--- src/pdm_pkg.sv ---
// Package: register map, field positions, modes and clock codes for power-down control
package pdm_pkg;

    // Register byte addresses on the Wishbone slave
    localparam logic [3:0] PDM_ADDR_PWR = 4'h0;
    localparam logic [3:0] PDM_ADDR_MST = 4'h4;
    localparam logic [3:0] PDM_ADDR_SYS = 4'h8;
    localparam logic [3:0] PDM_ADDR_STAT = 4'hC;

    // Power mode / clock control fields
    localparam int PDM_SLEEP_KIND_POS = 7;
    localparam int PDM_DIRECT_POS = 5;
    localparam int PDM_DIV_LSB = 2;
    localparam logic [7:0] PDM_PWR_WMASK = 8'hBC;
    localparam logic [7:0] PDM_PWR_RESET = 8'h00;

    // Module stop fields
    localparam int PDM_STOP_I2C_POS = 6;
    localparam int PDM_STOP_SER_POS = 5;
    localparam int PDM_STOP_ADC_POS = 4;
    localparam int PDM_STOP_WDT_POS = 3;
    localparam int PDM_STOP_TW_POS = 2;
    localparam int PDM_STOP_TV_POS = 1;
    localparam logic [7:0] PDM_MST_WMASK = 8'h7E;
    localparam logic [7:0] PDM_MST_RESET = 8'h00;

    // System control: standby select and watchdog clock source
    localparam int PDM_STANDBY_POS = 7;
    localparam int PDM_WDT_OSC_POS = 0;
    localparam logic [7:0] PDM_SYS_WMASK = 8'h81;
    localparam logic [7:0] PDM_SYS_RESET = 8'h00;

    // Applied divide code after reset: undivided
    localparam logic [2:0] PDM_DIV_RESET = 3'h0;

    typedef enum logic [2:0] {
        PDM_MODE_ACTIVE = 3'h0,
        PDM_MODE_SLEEP = 3'h1,
        PDM_MODE_SUBSLEEP = 3'h3,
        PDM_MODE_STANDBY = 3'h2
    } pdm_mode_e;

    typedef struct packed {
        logic i2c;
        logic serial;
        logic adc;
        logic watchdog;
        logic timer_w;
        logic timer_v;
    } pdm_stop_s;

    // Ratio log2 of the applied divide code; 0 = undivided
    function automatic logic [2:0] pdm_div_shift(input logic [2:0] code);
        logic [2:0] r;
        r = 3'h0;
        case (code)
            3'h4: r = 3'h3;
            3'h5: r = 3'h4;
            3'h6: r = 3'h5;
            default: r = 3'h0;
        endcase
        return r;
    endfunction

endpackage

--- src/pdm_power_ctrl.sv ---
// Power-down mode selection, active clock divider and module-stop control
`timescale 1ns/10ps
module pdm_power_ctrl
    import pdm_pkg::*;
(
    input wire logic clk_i,
    input wire logic rst_i,
    input wire logic [3:0] adr_i,
    input wire logic [31:0] dat_i,
    output logic [31:0] dat_o,
    input wire logic we_i,
    input wire logic [3:0] sel_i,
    input wire logic cyc_i,
    input wire logic stb_i,
    output logic ack_o,
    input wire logic sleep_exec_i,
    input wire logic wake_i,
    output pdm_mode_e mode_o,
    output logic [2:0] div_shift_o,
    output logic clk_div_en_o,
    output pdm_stop_s clk_en_o
);

    // ------------------------------------------------------------
    // Register file
    // ------------------------------------------------------------
    logic [7:0] pwr_reg;
    logic [7:0] mst_reg;
    logic [7:0] sys_reg;
    logic ack;
    logic [31:0] rdata;
    logic [7:0] next_pwr;
    logic [7:0] next_mst;
    logic [7:0] next_sys;
    logic next_ack;
    logic [31:0] next_rdata;
    logic wr_hit;

    assign wr_hit = cyc_i && stb_i && we_i && !ack && sel_i[0];

    always_comb begin
        next_pwr = pwr_reg;
        next_mst = mst_reg;
        next_sys = sys_reg;
        next_ack = cyc_i && stb_i && !ack;
        next_rdata = 32'h0000_0000;
        if (wr_hit) begin
            case (adr_i)
                PDM_ADDR_PWR: next_pwr = dat_i[7:0] & PDM_PWR_WMASK;
                PDM_ADDR_MST: next_mst = dat_i[7:0] & PDM_MST_WMASK;
                PDM_ADDR_SYS: next_sys = dat_i[7:0] & PDM_SYS_WMASK;
                default: ;
            endcase
        end
        if (cyc_i && stb_i && !we_i && !ack) begin
            case (adr_i)
                PDM_ADDR_PWR: next_rdata = {24'h00_0000, pwr_reg & PDM_PWR_WMASK};
                PDM_ADDR_MST: next_rdata = {24'h00_0000, mst_reg & PDM_MST_WMASK};
                PDM_ADDR_SYS: next_rdata = {24'h00_0000, sys_reg};
                PDM_ADDR_STAT: next_rdata = {24'h00_0000, 2'h0, div_shift_o, mode_o};
                default: next_rdata = 32'h0000_0000;
            endcase
        end
    end

    always_ff @(posedge clk_i) begin
        if (rst_i) begin
            pwr_reg <= PDM_PWR_RESET;
            mst_reg <= PDM_MST_RESET;
            sys_reg <= PDM_SYS_RESET;
            ack <= 1'b0;
            rdata <= 32'h0000_0000;
        end else begin
            pwr_reg <= next_pwr;
            mst_reg <= next_mst;
            sys_reg <= next_sys;
            ack <= next_ack;
            rdata <= next_rdata;
        end
    end

    assign ack_o = ack;
    assign dat_o = rdata;

    // ------------------------------------------------------------
    // Mode sequencing on sleep instruction
    // ------------------------------------------------------------
    pdm_mode_e mode;
    pdm_mode_e next_mode;
    logic [2:0] applied_div;
    logic [2:0] next_applied_div;
    logic [2:0] div_sh;
    logic [2:0] next_div_sh;
    logic kind_b;
    logic direct_b;
    logic stby_b;

    assign kind_b = pwr_reg[PDM_SLEEP_KIND_POS];
    assign direct_b = pwr_reg[PDM_DIRECT_POS];
    assign stby_b = sys_reg[PDM_STANDBY_POS];

    always_comb begin
        next_mode = mode;
        next_applied_div = applied_div;
        case (mode)
            PDM_MODE_ACTIVE: begin
                if (sleep_exec_i) begin
                    // Divide setting only latched here, never on the write itself
                    next_applied_div = pwr_reg[PDM_DIV_LSB +: 3];
                    if (direct_b) begin
                        // Direct change with kind set is undefined; stay active too
                        next_mode = PDM_MODE_ACTIVE;
                    end else if (stby_b) begin
                        next_mode = PDM_MODE_STANDBY;
                    end else if (kind_b) begin
                        next_mode = PDM_MODE_SUBSLEEP;
                    end else begin
                        next_mode = PDM_MODE_SLEEP;
                    end
                end
            end
            PDM_MODE_SLEEP,
            PDM_MODE_SUBSLEEP,
            PDM_MODE_STANDBY: begin
                if (wake_i) begin
                    next_mode = PDM_MODE_ACTIVE;
                end
            end
            default: next_mode = PDM_MODE_ACTIVE;
        endcase
        next_div_sh = pdm_div_shift(next_applied_div);
    end

    always_ff @(posedge clk_i) begin
        if (rst_i) begin
            mode <= PDM_MODE_ACTIVE;
            applied_div <= PDM_DIV_RESET;
            div_sh <= 3'h0;
        end else begin
            mode <= next_mode;
            applied_div <= next_applied_div;
            div_sh <= next_div_sh;
        end
    end

    assign mode_o = mode;
    assign div_shift_o = div_sh;

    // ------------------------------------------------------------
    // Clock divider enable: one pulse per 2^shift cycles
    // ------------------------------------------------------------
    logic [4:0] div_cnt;
    logic [4:0] next_div_cnt;
    logic div_en;
    logic next_div_en;
    logic [4:0] div_top;

    assign div_top = 5'((6'h01 << div_sh) - 6'h01);

    always_comb begin
        next_div_cnt = (div_cnt >= div_top) ? 5'h00 : 5'(div_cnt + 5'h01);
        next_div_en = (next_div_cnt == 5'h00);
    end

    always_ff @(posedge clk_i) begin
        if (rst_i) begin
            div_cnt <= 5'h00;
            div_en <= 1'b1;
        end else begin
            div_cnt <= next_div_cnt;
            div_en <= next_div_en;
        end
    end

    assign clk_div_en_o = div_en;

    // ------------------------------------------------------------
    // Module clock enables; a held-off module keeps its state
    // ------------------------------------------------------------
    pdm_stop_s gate;
    pdm_stop_s next_gate;

    always_comb begin
        next_gate.i2c = !next_mst[PDM_STOP_I2C_POS];
        next_gate.serial = !next_mst[PDM_STOP_SER_POS];
        next_gate.adc = !next_mst[PDM_STOP_ADC_POS];
        // Oscillator-clocked watchdog ignores its stop bit
        next_gate.watchdog = next_sys[PDM_WDT_OSC_POS]
            || !next_mst[PDM_STOP_WDT_POS];
        next_gate.timer_w = !next_mst[PDM_STOP_TW_POS];
        next_gate.timer_v = !next_mst[PDM_STOP_TV_POS];
    end

    always_ff @(posedge clk_i) begin
        if (rst_i) begin
            gate <= '1;
        end else begin
            gate <= next_gate;
        end
    end

    assign clk_en_o = gate;

    // Cycles since the last divided-clock pulse; never beyond the slowest ratio
    logic [5:0] en_gap;
    logic [5:0] next_en_gap;

    always_comb begin
        next_en_gap = div_en ? 6'h00 : 6'(en_gap + 6'h01);
    end

    always_ff @(posedge clk_i) begin
        if (rst_i) begin
            en_gap <= 6'h00;
        end else begin
            en_gap <= next_en_gap;
        end
    end
endmodule

--- config.mk ---
export PLATFORM = sky130hd
export DESIGN_NAME = pdm_power_ctrl
export DESIGN_NICKNAME = d
export VERILOG_FILES = /design/src/pdm_pkg.sv /design/src/pdm_power_ctrl.sv
export SDC_FILE = /design/constraint.sdc
export NUM_CORES = 1
export LEC_CHECK = 0
export ABC_AREA = 1
export BUFFER_PORTS_ARGS = -buffer_cell sky130_fd_sc_hd__buf_2
export CORE_ASPECT_RATIO = 0.7
export CORE_MARGIN = 8
export CORE_UTILIZATION = 44
export DETAILED_ROUTE_END_ITERATION = 10
export PLACE_DENSITY = 0.8
export SETUP_SLACK_MARGIN = 0.02
export SYNTH_ARGS = -nofsm -noshare
export SYNTH_HDL_FRONTEND = slang
export SYNTH_SLANG_ARGS = --single-unit
--- constraint.sdc ---
create_clock -name clk_i -period 2.8 [get_ports clk_i]
set_input_delay 0.14 -clock clk_i [delete_from_list [all_inputs] [get_ports clk_i]]
set_output_delay 0.14 -clock clk_i [all_outputs]
set_load 0.005 [all_outputs]
After elaboration in Yosys (flattened, before gate mapping)
Cells that the tools add are included.

cells by class
  add/subtract/negate cells = 2
  magnitude comparators = 1
  equal/unequal tests = 11
  shift operators = 1
  mux-type cells = 15
  bitwise gates (word level) = 1
  reduce and logical (&&, ||, !) cells = 24

operators by type and width
  cell                                                                    count
  8-bit one-hot mux with 4 select lines                                   1
  7-bit two-way mux                                                       2
  3-bit two-way mux                                                       4
  3-bit equality test (second input constant)                             3
  3-bit one-hot mux with 3 select lines                                   1
  4-bit equality test (second input constant)                             2
  1-bit zero test                                                         8
  1-bit logical AND                                                       7
  3-bit by 2-bit equality test with 1-bit output (second input constant)  2
  2-bit two-way mux                                                       3
  3-bit one-hot mux with 2 select lines                                   1
  2-bit AND reduction                                                     3
  5-bit by 1-bit adder with 5-bit output (second input constant)          1
  5-bit greater-or-equal comparator                                       1
  5-bit zero test                                                         1
  5-bit two-way mux                                                       1
  1-bit by 3-bit << shifter with 5-bit output (first input constant)      1
  5-bit by 1-bit subtractor with 5-bit output (second input constant)     1
  4-bit by 3-bit equality test with 1-bit output (second input constant)  1
  4-bit zero test                                                         1
  2-bit inequality test (second input constant)                           2
  3-bit by 1-bit equality test with 1-bit output (second input constant)  1
  3-bit zero test                                                         1
  3-bit OR reduction                                                      1
  other kinds (4)                                                         5

storage, ports and cells
  bits in registers = 67
  output and inout bits = 46
  word-level logic and storage cells = 72

Longest topological paths before layout
Gate-level depths: netlist (run 1).

  depth after elaboration = 7
  gate-level depth with buffers = 14

Least setup slack after synthesis (run 1)
Ideal clock, no wire load.

  path kind = register to register
  start = register div_sh[2], in the netlist div_shift_o[2]
  end = register div_en, in the netlist clk_div_en_o
  setup time = 0.124 ns
  arrival = 1.886 ns
  setup slack = 0.791 ns
  stages on the path, launching flop included = 15
  buffers on the path = 0
  period minus slack after synthesis = 2.009 ns
  cells stage by stage = dfxtp_1 > inv_1 > nand3_1 > ha_1 > o21ai_0 > xnor2_1 > ha_1 > nand2_1 > inv_1 > nand2_1 > nand2_1 > nor2_1 > o21ai_0 > nand3_1 > nand2_1

between the ends
  word-level cells in the longest chain between the ends = 5

RTL lines
  item                                         line                   source
  from (decl)                                  pdm_power_ctrl.sv:92   logic [2:0] div_sh;
  from (signal assigned)                       pdm_power_ctrl.sv:142  div_sh <= next_div_sh;
  1-bit by 3-bit << shifter with 5-bit output  pdm_power_ctrl.sv:158  assign div_top = 5'((6'h01 << div_sh) - 6'h01);
  5-bit by 1-bit subtractor with 5-bit output  pdm_power_ctrl.sv:158
  5-bit greater-or-equal comparator            pdm_power_ctrl.sv:161  next_div_cnt = (div_cnt >= div_top) ? 5'h00 : 5'(div_cnt + 5'h01);
  5-bit two-way mux                            pdm_power_ctrl.sv:161
  5-bit zero test                              pdm_power_ctrl.sv:162  next_div_en = (next_div_cnt == 5'h00);
  to (signal assigned)                         pdm_power_ctrl.sv:171  div_en <= next_div_en;
  to (decl)                                    pdm_power_ctrl.sv:154  logic div_en;

Every way passes these cells.
A chain may end at the register's enable or synchronous reset.

Final worst setup path (run 1)
Same ends and word-level chain as after synthesis.

==> metrics, run 1 <==
outcome=finished clean; Pleak=1.10 nW; Netlist cell types=26; first-pass GRT wire length=7550 µm; remaining antenna violation count after routing=0; WL per Instance=12.1 µm; antenna fix cells=0; final instance count without filler cells=368; Ys Warns=0; area grow syn2layout=12.0%; H-tree levels=2; Hold Startpoint=dat_i[1]; max_cap viols=0; worst vdd ir=302 µV; Worst Hold Class=input port to flop; Pins Over Slew Limit=0; Pre-Repair DR Iteration Count=4; cell area after synthesis=2010 µm²; Synth Flop Type=dfxtp_1; Post-Route WL=4450 µm; die height=72.5 µm; initial antenna violation count=0; largest net degree at the start of global routing=17; die area=7020 µm²; Finished Core Util=0.516; initial core utilization=0.461; Post-synth EDFFs=0; syn avg cell area=7.47 µm²; max FFs per register=8; post-CTS sizing=0; GRT Total Usage=0.132; Arr. time, crit path=2.58 ns; Inst Count DP=361; hold_ws=0.0510 ns; setup total negative slack=0 ns; post-layout min period=2.41 ns; post-synthesis register bit count=42; row cnt=20; CP required=2.97 ns; Reg clk slew, reported paths=0.07 ns; RSZ-0062 raised after global routing=false; Post-CTS Setup Bufs=0; kind of critical path=flop to flop; final-report hold violation count=0; initial detailed-routing violation count=72; chip width=96.7 µm; CORE AREA=4350 µm²; GRT overflow=0; Final setup viols=0; via/cell ratio=4.58; Final WS setup=0.386 ns; crit start category=flop; Hold-fix buffers, CTS=0; # fillers=448; Nets=367; worst-path fanout max=5; R2R Path Start=div_shift_o[2]; Clock Latency Late Sink=0.29 ns; CP Capture Type=flop; Crit. Startpoint=div_shift_o[2]; CTS max path bufs=2; async set or reset register ratio after synthesis=0; Syn Inst Count=269; Num CTS Buffers=5; Worst Skew=0.00429 ns; Buffers on Ports=40; CTS sink count=42; I/O pin total=93; Post-DP HPWL=3530 µm; vias in the first global route=1619; pwr dens=603 nW/µm²; register area share after synthesis=0.419; root buf cell=clkbuf_8; FMAX=414 MHz; Via Count=1685; fin crit share=0.862; Final Wtd Congestion=0.847; layout cells sized above 1=0.192; Residual DRC=0; Place WS=0.405 ns; R2R Setup Slk=0.39 ns; CTS tree=yes
==> final cells by class <==
cell class | instances | area [µm²] | area share
Multi-Input combinational cell | 192 | 942 | 0.419
Inverter | 32 | 120 | 0.0534
Clock buffer | 7 | 76.3 | 0.0339
Sequential cell | 42 | 841 | 0.374
Tap cell | 55 | 68.8 | 0.0306
Timing Repair Buffer | 40 | 200 | 0.0890
==> worst max-delay path: stages (launching register included) <==
cell and delay, ns:
dfxtp_1 0.40, inv_1 0.12, nand3_1 0.13, ha_1 0.18
o21ai_0 0.12, xnor2_1 0.21, ha_1 0.29, nand2_1 0.08
inv_1 0.03, nand2_1 0.06, nand2_1 0.07, nor2_1 0.24
o21ai_0 0.18, nand3_1 0.11, nand2_1 0.05
==> cell usage in the layout, fill, tap and decap left out <==
cell type  count
nand2_1       46
nor2_1        46
dfxtp_1       42
buf_2         40
inv_1         31
conb_1        25
nand3_1       13
o21ai_0       13
o21ai_1       10
a21oi_1        8
ha_1           7
clkbuf_8       5
nor2_4         3
nor2_2         3
nand4_1        3
xor2_1         2
nand3_2        2
nor3_2         2
o21ai_2        2
nor3_1         2
nor4_1         2
clkbuf_1       2
xnor2_1        1
inv_2          1
nand2_2        1
nand2_4        1
==> metal layers <==
metal	wire (µm)	track usage	vias to the layer above
met2	1920	0.189	47
li1	-	-	890
met1	2210	0.171	741
met3	253	0.0484	7
met4	61	0.0594	0
met5	0	0	-
==> final timing paths <==
| check | end | cells past startpoint |
|---|---|---|
| hold / removal | clk_en_o[0] | 2 |
| hold reg to reg | ack_o | 1 |
| setup reg to reg | clk_div_en_o | 14 |
| setup / recovery | clk_div_en_o | 14 |
==> kinds of logic after synthesis <==
family	count (synthesis)	share of synthesized area
other	1	0.00187
and+or+nand+nor	124	0.280
adders and majority gates	7	0.0436
xor gates and xnor gates	3	0.0131
buffers and inverters	59	0.157
AOI/OAI and AO/OA	33	0.0860
DFF	42	0.419
==> stage by stage <==
| step | power (mW) | instance area (µm²) |
|---|---|---|
| final | 1.36 | 2250 |
| after global routing | 1.46 | 2250 |
| after CTS | 1.37 | 2250 |
| after detailed placement | 1.01 | 2170 |
| after global placement | 0.992 | 2170 |
| after floorplan | 0.932 | 2100 |
==> power by group <==
group	leakage (nW)	total, mW	switching, mW	internal [mW]
sequential	0.340	0.677	0.0422	0.635
clock	0.0383	0.362	0.190	0.172
combinational	0.725	0.317	0.197	0.121
total	1.10	1.36	0.429	0.927
==> synthesized netlist by cell type (all sizes together), types with 2 or more instances <==
master | n | area share
nand3 | 15 | 0.042
buf | 26 | 0.095
nor2 | 52 | 0.11
a21oi | 8 | 0.020
nor3 | 4 | 0.015
nor4 | 2 | 0.0062
ha | 7 | 0.044
xor2 | 2 | 0.0087
nand4 | 3 | 0.0093
o21ai | 25 | 0.066
inv | 32 | 0.060
nand2 | 48 | 0.095
dfxtp | 42 | 0.42
No activity file was read; power rests on OpenSTA's default activity.
==> inputs of run 2 (changes only) <==
==> constraint.sdc (replaced) <==
create_clock -name clk_i -period 2.4 [get_ports clk_i]
set_input_delay 0.12 -clock clk_i [delete_from_list [all_inputs] [get_ports clk_i]]
set_output_delay 0.12 -clock clk_i [all_outputs]
set_load 0.005 [all_outputs]
==> run 2 against run 1 <==
Cell count up 0.27%. Global-route usage down 0.090 points. Core utilization up 1.1 points. Power up 26%. Setup slack worse by 0.15 ns. Combinational power up 24%. Worst hold slack worse by 0.025 ns. Design area up 2.2%. Largest cell class unchanged. Flip-flop and latch count unchanged. Clock power up 46%. Via count up 1.5%. Sequential power up 17%. Critical endpoint unchanged.
==> metrics, run 2 (same netlist as run 1, synthesis figures left out) <==
area grow syn2layout=14.5%; row cnt=20; max_cap viols=0; worst r2r path cells=12; Post-Route WL=4510 µm; most frequent cells in the layout=nand2_1 (45), nor2_1 (45), buf_2 (40), dfxtp_1 (39), inv_1 (31); Inst Count DP=361; pwr dens=745 nW/µm²; Clock Latency Late Sink=0.29 ns; global routing met1 resource utilization=0.171; worst-case hold path end point=clk_en_o[0]; Net Sw Frac=0.309; remaining antenna violation count after routing=0; layout cells sized above 1=0.220; Net Switching=0.529 mW; Arr. time, crit path=2.34 ns; worst vdd ir=365 µV; GRT met2 Usage=0.189; Pleak=1.12 nW; Pins Over Slew Limit=0; setup total negative slack=0 ns; FMAX=461 MHz; Via Count=1711; outcome=finished clean; clock network power share=0.309; initial core utilization=0.461; sequential share of power=0.461; crit start category=flop; Worst Skew=0.00570 ns; RR Endpoint=clk_div_en_o; crit path buf inv count=1; post-CTS sizing=0; via/cell ratio=4.64; GRT busiest layer=met2; Top delay family on crit path=simple AND/OR/NAND/NOR gates; CP peak stage delay=0.37 ns; Logic pwr share=0.230; post-layout min period=2.17 ns; final instance count without filler cells=369; antenna fix cells=0; R2R Path Start=div_shift_o[2]; Num CTS Buffers=5; Power, Total=1.71 mW; Buffers on Ports=40; kind of critical path=flop to flop; Hold-fix buffers, CTS=0; CP required=2.58 ns; worst hold stages=2; Nets=367; Crit path top cell by count=nand3_1; initial detailed-routing violation count=79; Residual DRC=0; Final setup viols=0; Final Wtd Congestion=0.845; vias in the first global route=1560; CORE AREA=4350 µm²; Pre-Repair DR Iteration Count=5; Post-CTS Setup Bufs=0; Worst Hold Class=input port to flop; root buf cell=clkbuf_8; initial antenna violation count=0; final-report hold violation count=0; chip width=96.7 µm; WL per Instance=12.2 µm; M3 GR Usage=0.0503; CP cell instances=inv_1 > nand3_1 > ha_2 > o21ai_0 > xnor2_1 > ha_1 > a21oi_1 > nand2_2 > nor2_4 > o21ai_1 > nand3_1 > nand2_1; fin crit share=0.903; Crit. path cell count=12; CTS max path bufs=2; I/O pin total=93; worst-path fanout max=5; Final WS setup=0.233 ns; Reg clk slew, reported paths=0.08 ns; largest net degree at the start of global routing=17; R2R Setup Slk=0.23 ns; CTS tree=yes; max FFs per register=8; Place WS=0.0421 ns; first-pass GRT wire length=7530 µm; CTS sink count=42; Hold Startpoint=dat_i[1]; slowest CP cell=dfxtp_2; H-tree levels=2; Post-DP HPWL=3520 µm; GRT Total Usage=0.131; GRT overflow=0; RSZ-0062 raised after global routing=false; # fillers=432; CP Capture Type=flop; Int Power=1.18 mW; die height=72.5 µm; die area=7020 µm²
## run 2: cell types whose count changed in the layout (fill, tap and decap cells not counted), sizes merged
cell | previous run | this run
clkbuf | 7 | 8
## run 2: per-stage QoR
| step | area (µm²) | hold WS [ns] | utilization |
|---|---|---|---|
| after global routing | 2300 | 0.0319 | 0.528 |
| after floorplan | 2100 | 0.197 | - |
| after detailed placement | 2170 | 0.329 | 0.499 |
| final | 2300 | 0.0261 | 0.528 |
| after CTS | 2280 | 0.0109 | 0.524 |
| after global placement | 2170 | 0.334 | 0.499 |
## run 2: worst max-delay path by stage
stage              startpoint           end
2_1_floorplan  div_shift_o[2]  clk_div_en_o
3_3_place_gp   div_shift_o[2]  clk_div_en_o
3_5_place_dp   div_shift_o[2]  clk_div_en_o
4_1_cts        div_shift_o[2]  clk_div_en_o
5_1_grt        div_shift_o[2]  clk_div_en_o
6_report       div_shift_o[2]  clk_div_en_o
## run 2: final cells by class
class	instances	area [µm²]	share of cell area
Multi-Input combinational cell	192	955	0.415
Timing Repair Buffer	40	200	0.0871
Sequential cell	42	845	0.367
Inverter	32	120	0.0523
Clock buffer	8	110	0.0479
Tap cell	55	68.8	0.0299
## run 2: metal layers
metal,part of all wire,up-vias
li1,-,890
met1,0.48,764
met2,0.44,47
met3,0.066,10
met4,0.016,0
met5,0,-
## run 2: power by group through the flow
stage	clock, mW	combinational [mW]	sequential, mW
finish	0.529	0.393	0.789
global route	0.571	0.459	0.797
CTS	0.541	0.365	0.787
detailed placement	0	0.363	0.804
global placement	0	0.355	0.802
floorplan	0	0.291	0.796
==> inputs of run 3 (changes only) <==
--- a/config.mk
+++ b/config.mk
@@ -9,9 +9,9 @@
 export BUFFER_PORTS_ARGS = -buffer_cell sky130_fd_sc_hd__buf_2
 export CORE_ASPECT_RATIO = 0.7
 export CORE_MARGIN = 8
-export CORE_UTILIZATION = 44
+export CORE_UTILIZATION = 46
 export DETAILED_ROUTE_END_ITERATION = 10
-export PLACE_DENSITY = 0.8
+export PLACE_DENSITY = 0.83
 export SETUP_SLACK_MARGIN = 0.02
 export SYNTH_ARGS = -nofsm -noshare
 export SYNTH_HDL_FRONTEND = slang
==> run 3 against run 2 <==
Core utilization grew 0.25 points. Wire length up 0.53%. Largest power group unchanged. Register-to-register slack is essentially flat. Clock skew about the same. Setup slack improved by 0.0060 ns. Critical path depth did not move. Clock-buffer cell count shrank 1. Non-clock buffer count up 1. First-iteration DRC count fell by 25%. Global-route usage up 0.50 points. Power decreased by 4.6%. Via count up 1.2%.
==> metrics, run 3 (same netlist as run 1, synthesis figures left out) <==
Finished Core Util=0.530; worst-path fanout max=5; sequential share of power=0.482; chip width=95.0 µm; WL per Instance=12.3 µm; Buffers on Ports=40; register area=845 µm²; die area=6770 µm²; clock network power share=0.259; multi-input logic area=952 µm²; R2R Path Start=div_shift_o[2]; via/cell ratio=4.69; Pins Over Slew Limit=0; RR Endpoint=clk_div_en_o; most frequent cells in the layout=nand2_1 (46), nor2_1 (45), buf_2 (40), dfxtp_1 (39), inv_1 (30); Reg clk slew, reported paths=0.07 ns; max_cap viols=0; fin crit share=0.901; setup total negative slack=0 ns; CP Capture Type=flop; Num CTS Buffers=5; I/O pin total=93; Final Wtd Congestion=0.828; initial antenna violation count=0; Final setup viols=0; Arr. time, crit path=2.34 ns; antenna fix cells=0; die height=71.3 µm; max FFs per register=8; R2R Setup Slk=0.24 ns; Post-DP HPWL=3520 µm; Int Power=1.11 mW; Worst Skew=0.00567 ns; Pre-Repair DR Iteration Count=4; remaining antenna violation count after routing=0; most common cell after layout, fill and taps aside=nand2_1; H-tree levels=2; pwr dens=719 nW/µm²; GRT Total Usage=0.136; Post-Route WL=4530 µm; outcome=finished clean; initial detailed-routing violation count=59; crit start category=flop; Hold Startpoint=dat_i[1]; Pleak=1.11 nW; Logic pwr share=0.259; CORE AREA=4280 µm²; CP required=2.57 ns; root buf cell=clkbuf_8; worst r2r path cells=12; GRT overflow=0; final-report hold violation count=0; CTS tree=yes; Via Count=1731; worst vdd ir=366 µV; Residual DRC=0; kind of critical path=flop to flop; CTS max path bufs=2; # fillers=420; row cnt=20; first-pass GRT wire length=7310 µm; Net Sw Frac=0.319; vias in the first global route=1606; area grow syn2layout=13.0%; FMAX=463 MHz; largest net degree at the start of global routing=17; Nets=368; worst hold stages=2; Clock Latency Late Sink=0.30 ns; initial core utilization=0.469; Worst Hold Class=input port to flop; Net Switching=0.520 mW; post-layout min period=2.16 ns; layout cells sized above 1=0.213; worst-case hold path end point=clk_en_o[0]; CTS sink count=42
## run 3: cell count changes in the layout (fill, tap and decap cells not counted), sizes merged
cell,change
clkbuf,-1
buf,+1
## run 3: routing by layer
metal | global-route usage | share of wire | vias to the layer above
li1 | - | - | 887
met1 | 0.166 | 0.45 | 787
met2 | 0.212 | 0.47 | 46
met3 | 0.0511 | 0.070 | 11
met4 | 0.0517 | 0.016 | 0
met5 | 0 | 0 | -
## run 3: what timing repair did
action	in CTS	in global routing
setup endpoints to repair	0	4
gates resized for setup	0	7
setup buffers	0	1
hold buffers	0	0
## run 3: power groups by stage
stage          combinational [mW]  clock (mW)  sequential (mW)
6_report                    0.422       0.423            0.787
3_5_place_dp                0.371           0            0.802
4_1_cts                     0.372       0.436            0.786
3_3_place_gp                0.352           0            0.801
2_1_floorplan               0.291           0            0.796
5_1_grt                     0.495       0.465            0.793
## run 3: worst max path at each step
| stage | slack, ns | from | to | depth (start not counted) |
|---|---|---|---|---|
| detailed placement | 0.03 | div_shift_o[2] | clk_div_en_o | 12 |
| floorplan | 0.39 | div_shift_o[2] | clk_div_en_o | 14 |
| finish | 0.24 | div_shift_o[2] | clk_div_en_o | 12 |
| CTS | 0.03 | div_shift_o[2] | clk_div_en_o | 12 |
| global placement | 0.14 | div_shift_o[2] | clk_div_en_o | 14 |
| global route | -0.001 | div_shift_o[2] | clk_div_en_o | 14 |
## run 3: area by class of cell
cell class,count,share of cell area
Multi-Input combinational cell,192,0.420
Inverter,32,0.0529
Sequential cell,42,0.372
Tap cell,55,0.0303
Clock buffer,7,0.0336
Timing Repair Buffer,41,0.0915
## run 3: metrics by stage
| stage | hold slack (ns) | setup WS [ns] | cells | cell area (µm²) | power [mW] |
|---|---|---|---|---|---|
| floorplan | 0.197 | 0.391 | 293 | 2100 | 1.09 |
| global placement | 0.326 | 0.140 | 361 | 2170 | 1.15 |
| detailed placement | 0.331 | 0.0343 | 361 | 2170 | 1.17 |
| CTS | 0.0168 | 0.0317 | 368 | 2250 | 1.59 |
| global route | 0.0156 | -0.00150 | 369 | 2270 | 1.75 |
| finish | 0.0209 | 0.238 | 369 | 2270 | 1.63 |
## run 3: critical path: stages (launching register included)
cell	delay, ns
dfxtp_2	0.38
inv_2	0.07
nand3_1	0.11
ha_2	0.20
o21ai_0	0.10
xnor2_1	0.19
ha_1	0.28
a21oi_1	0.13
nand2_1	0.13
nor2_4	0.18
o21ai_0	0.13
nand3_1	0.10
nand2_1	0.05
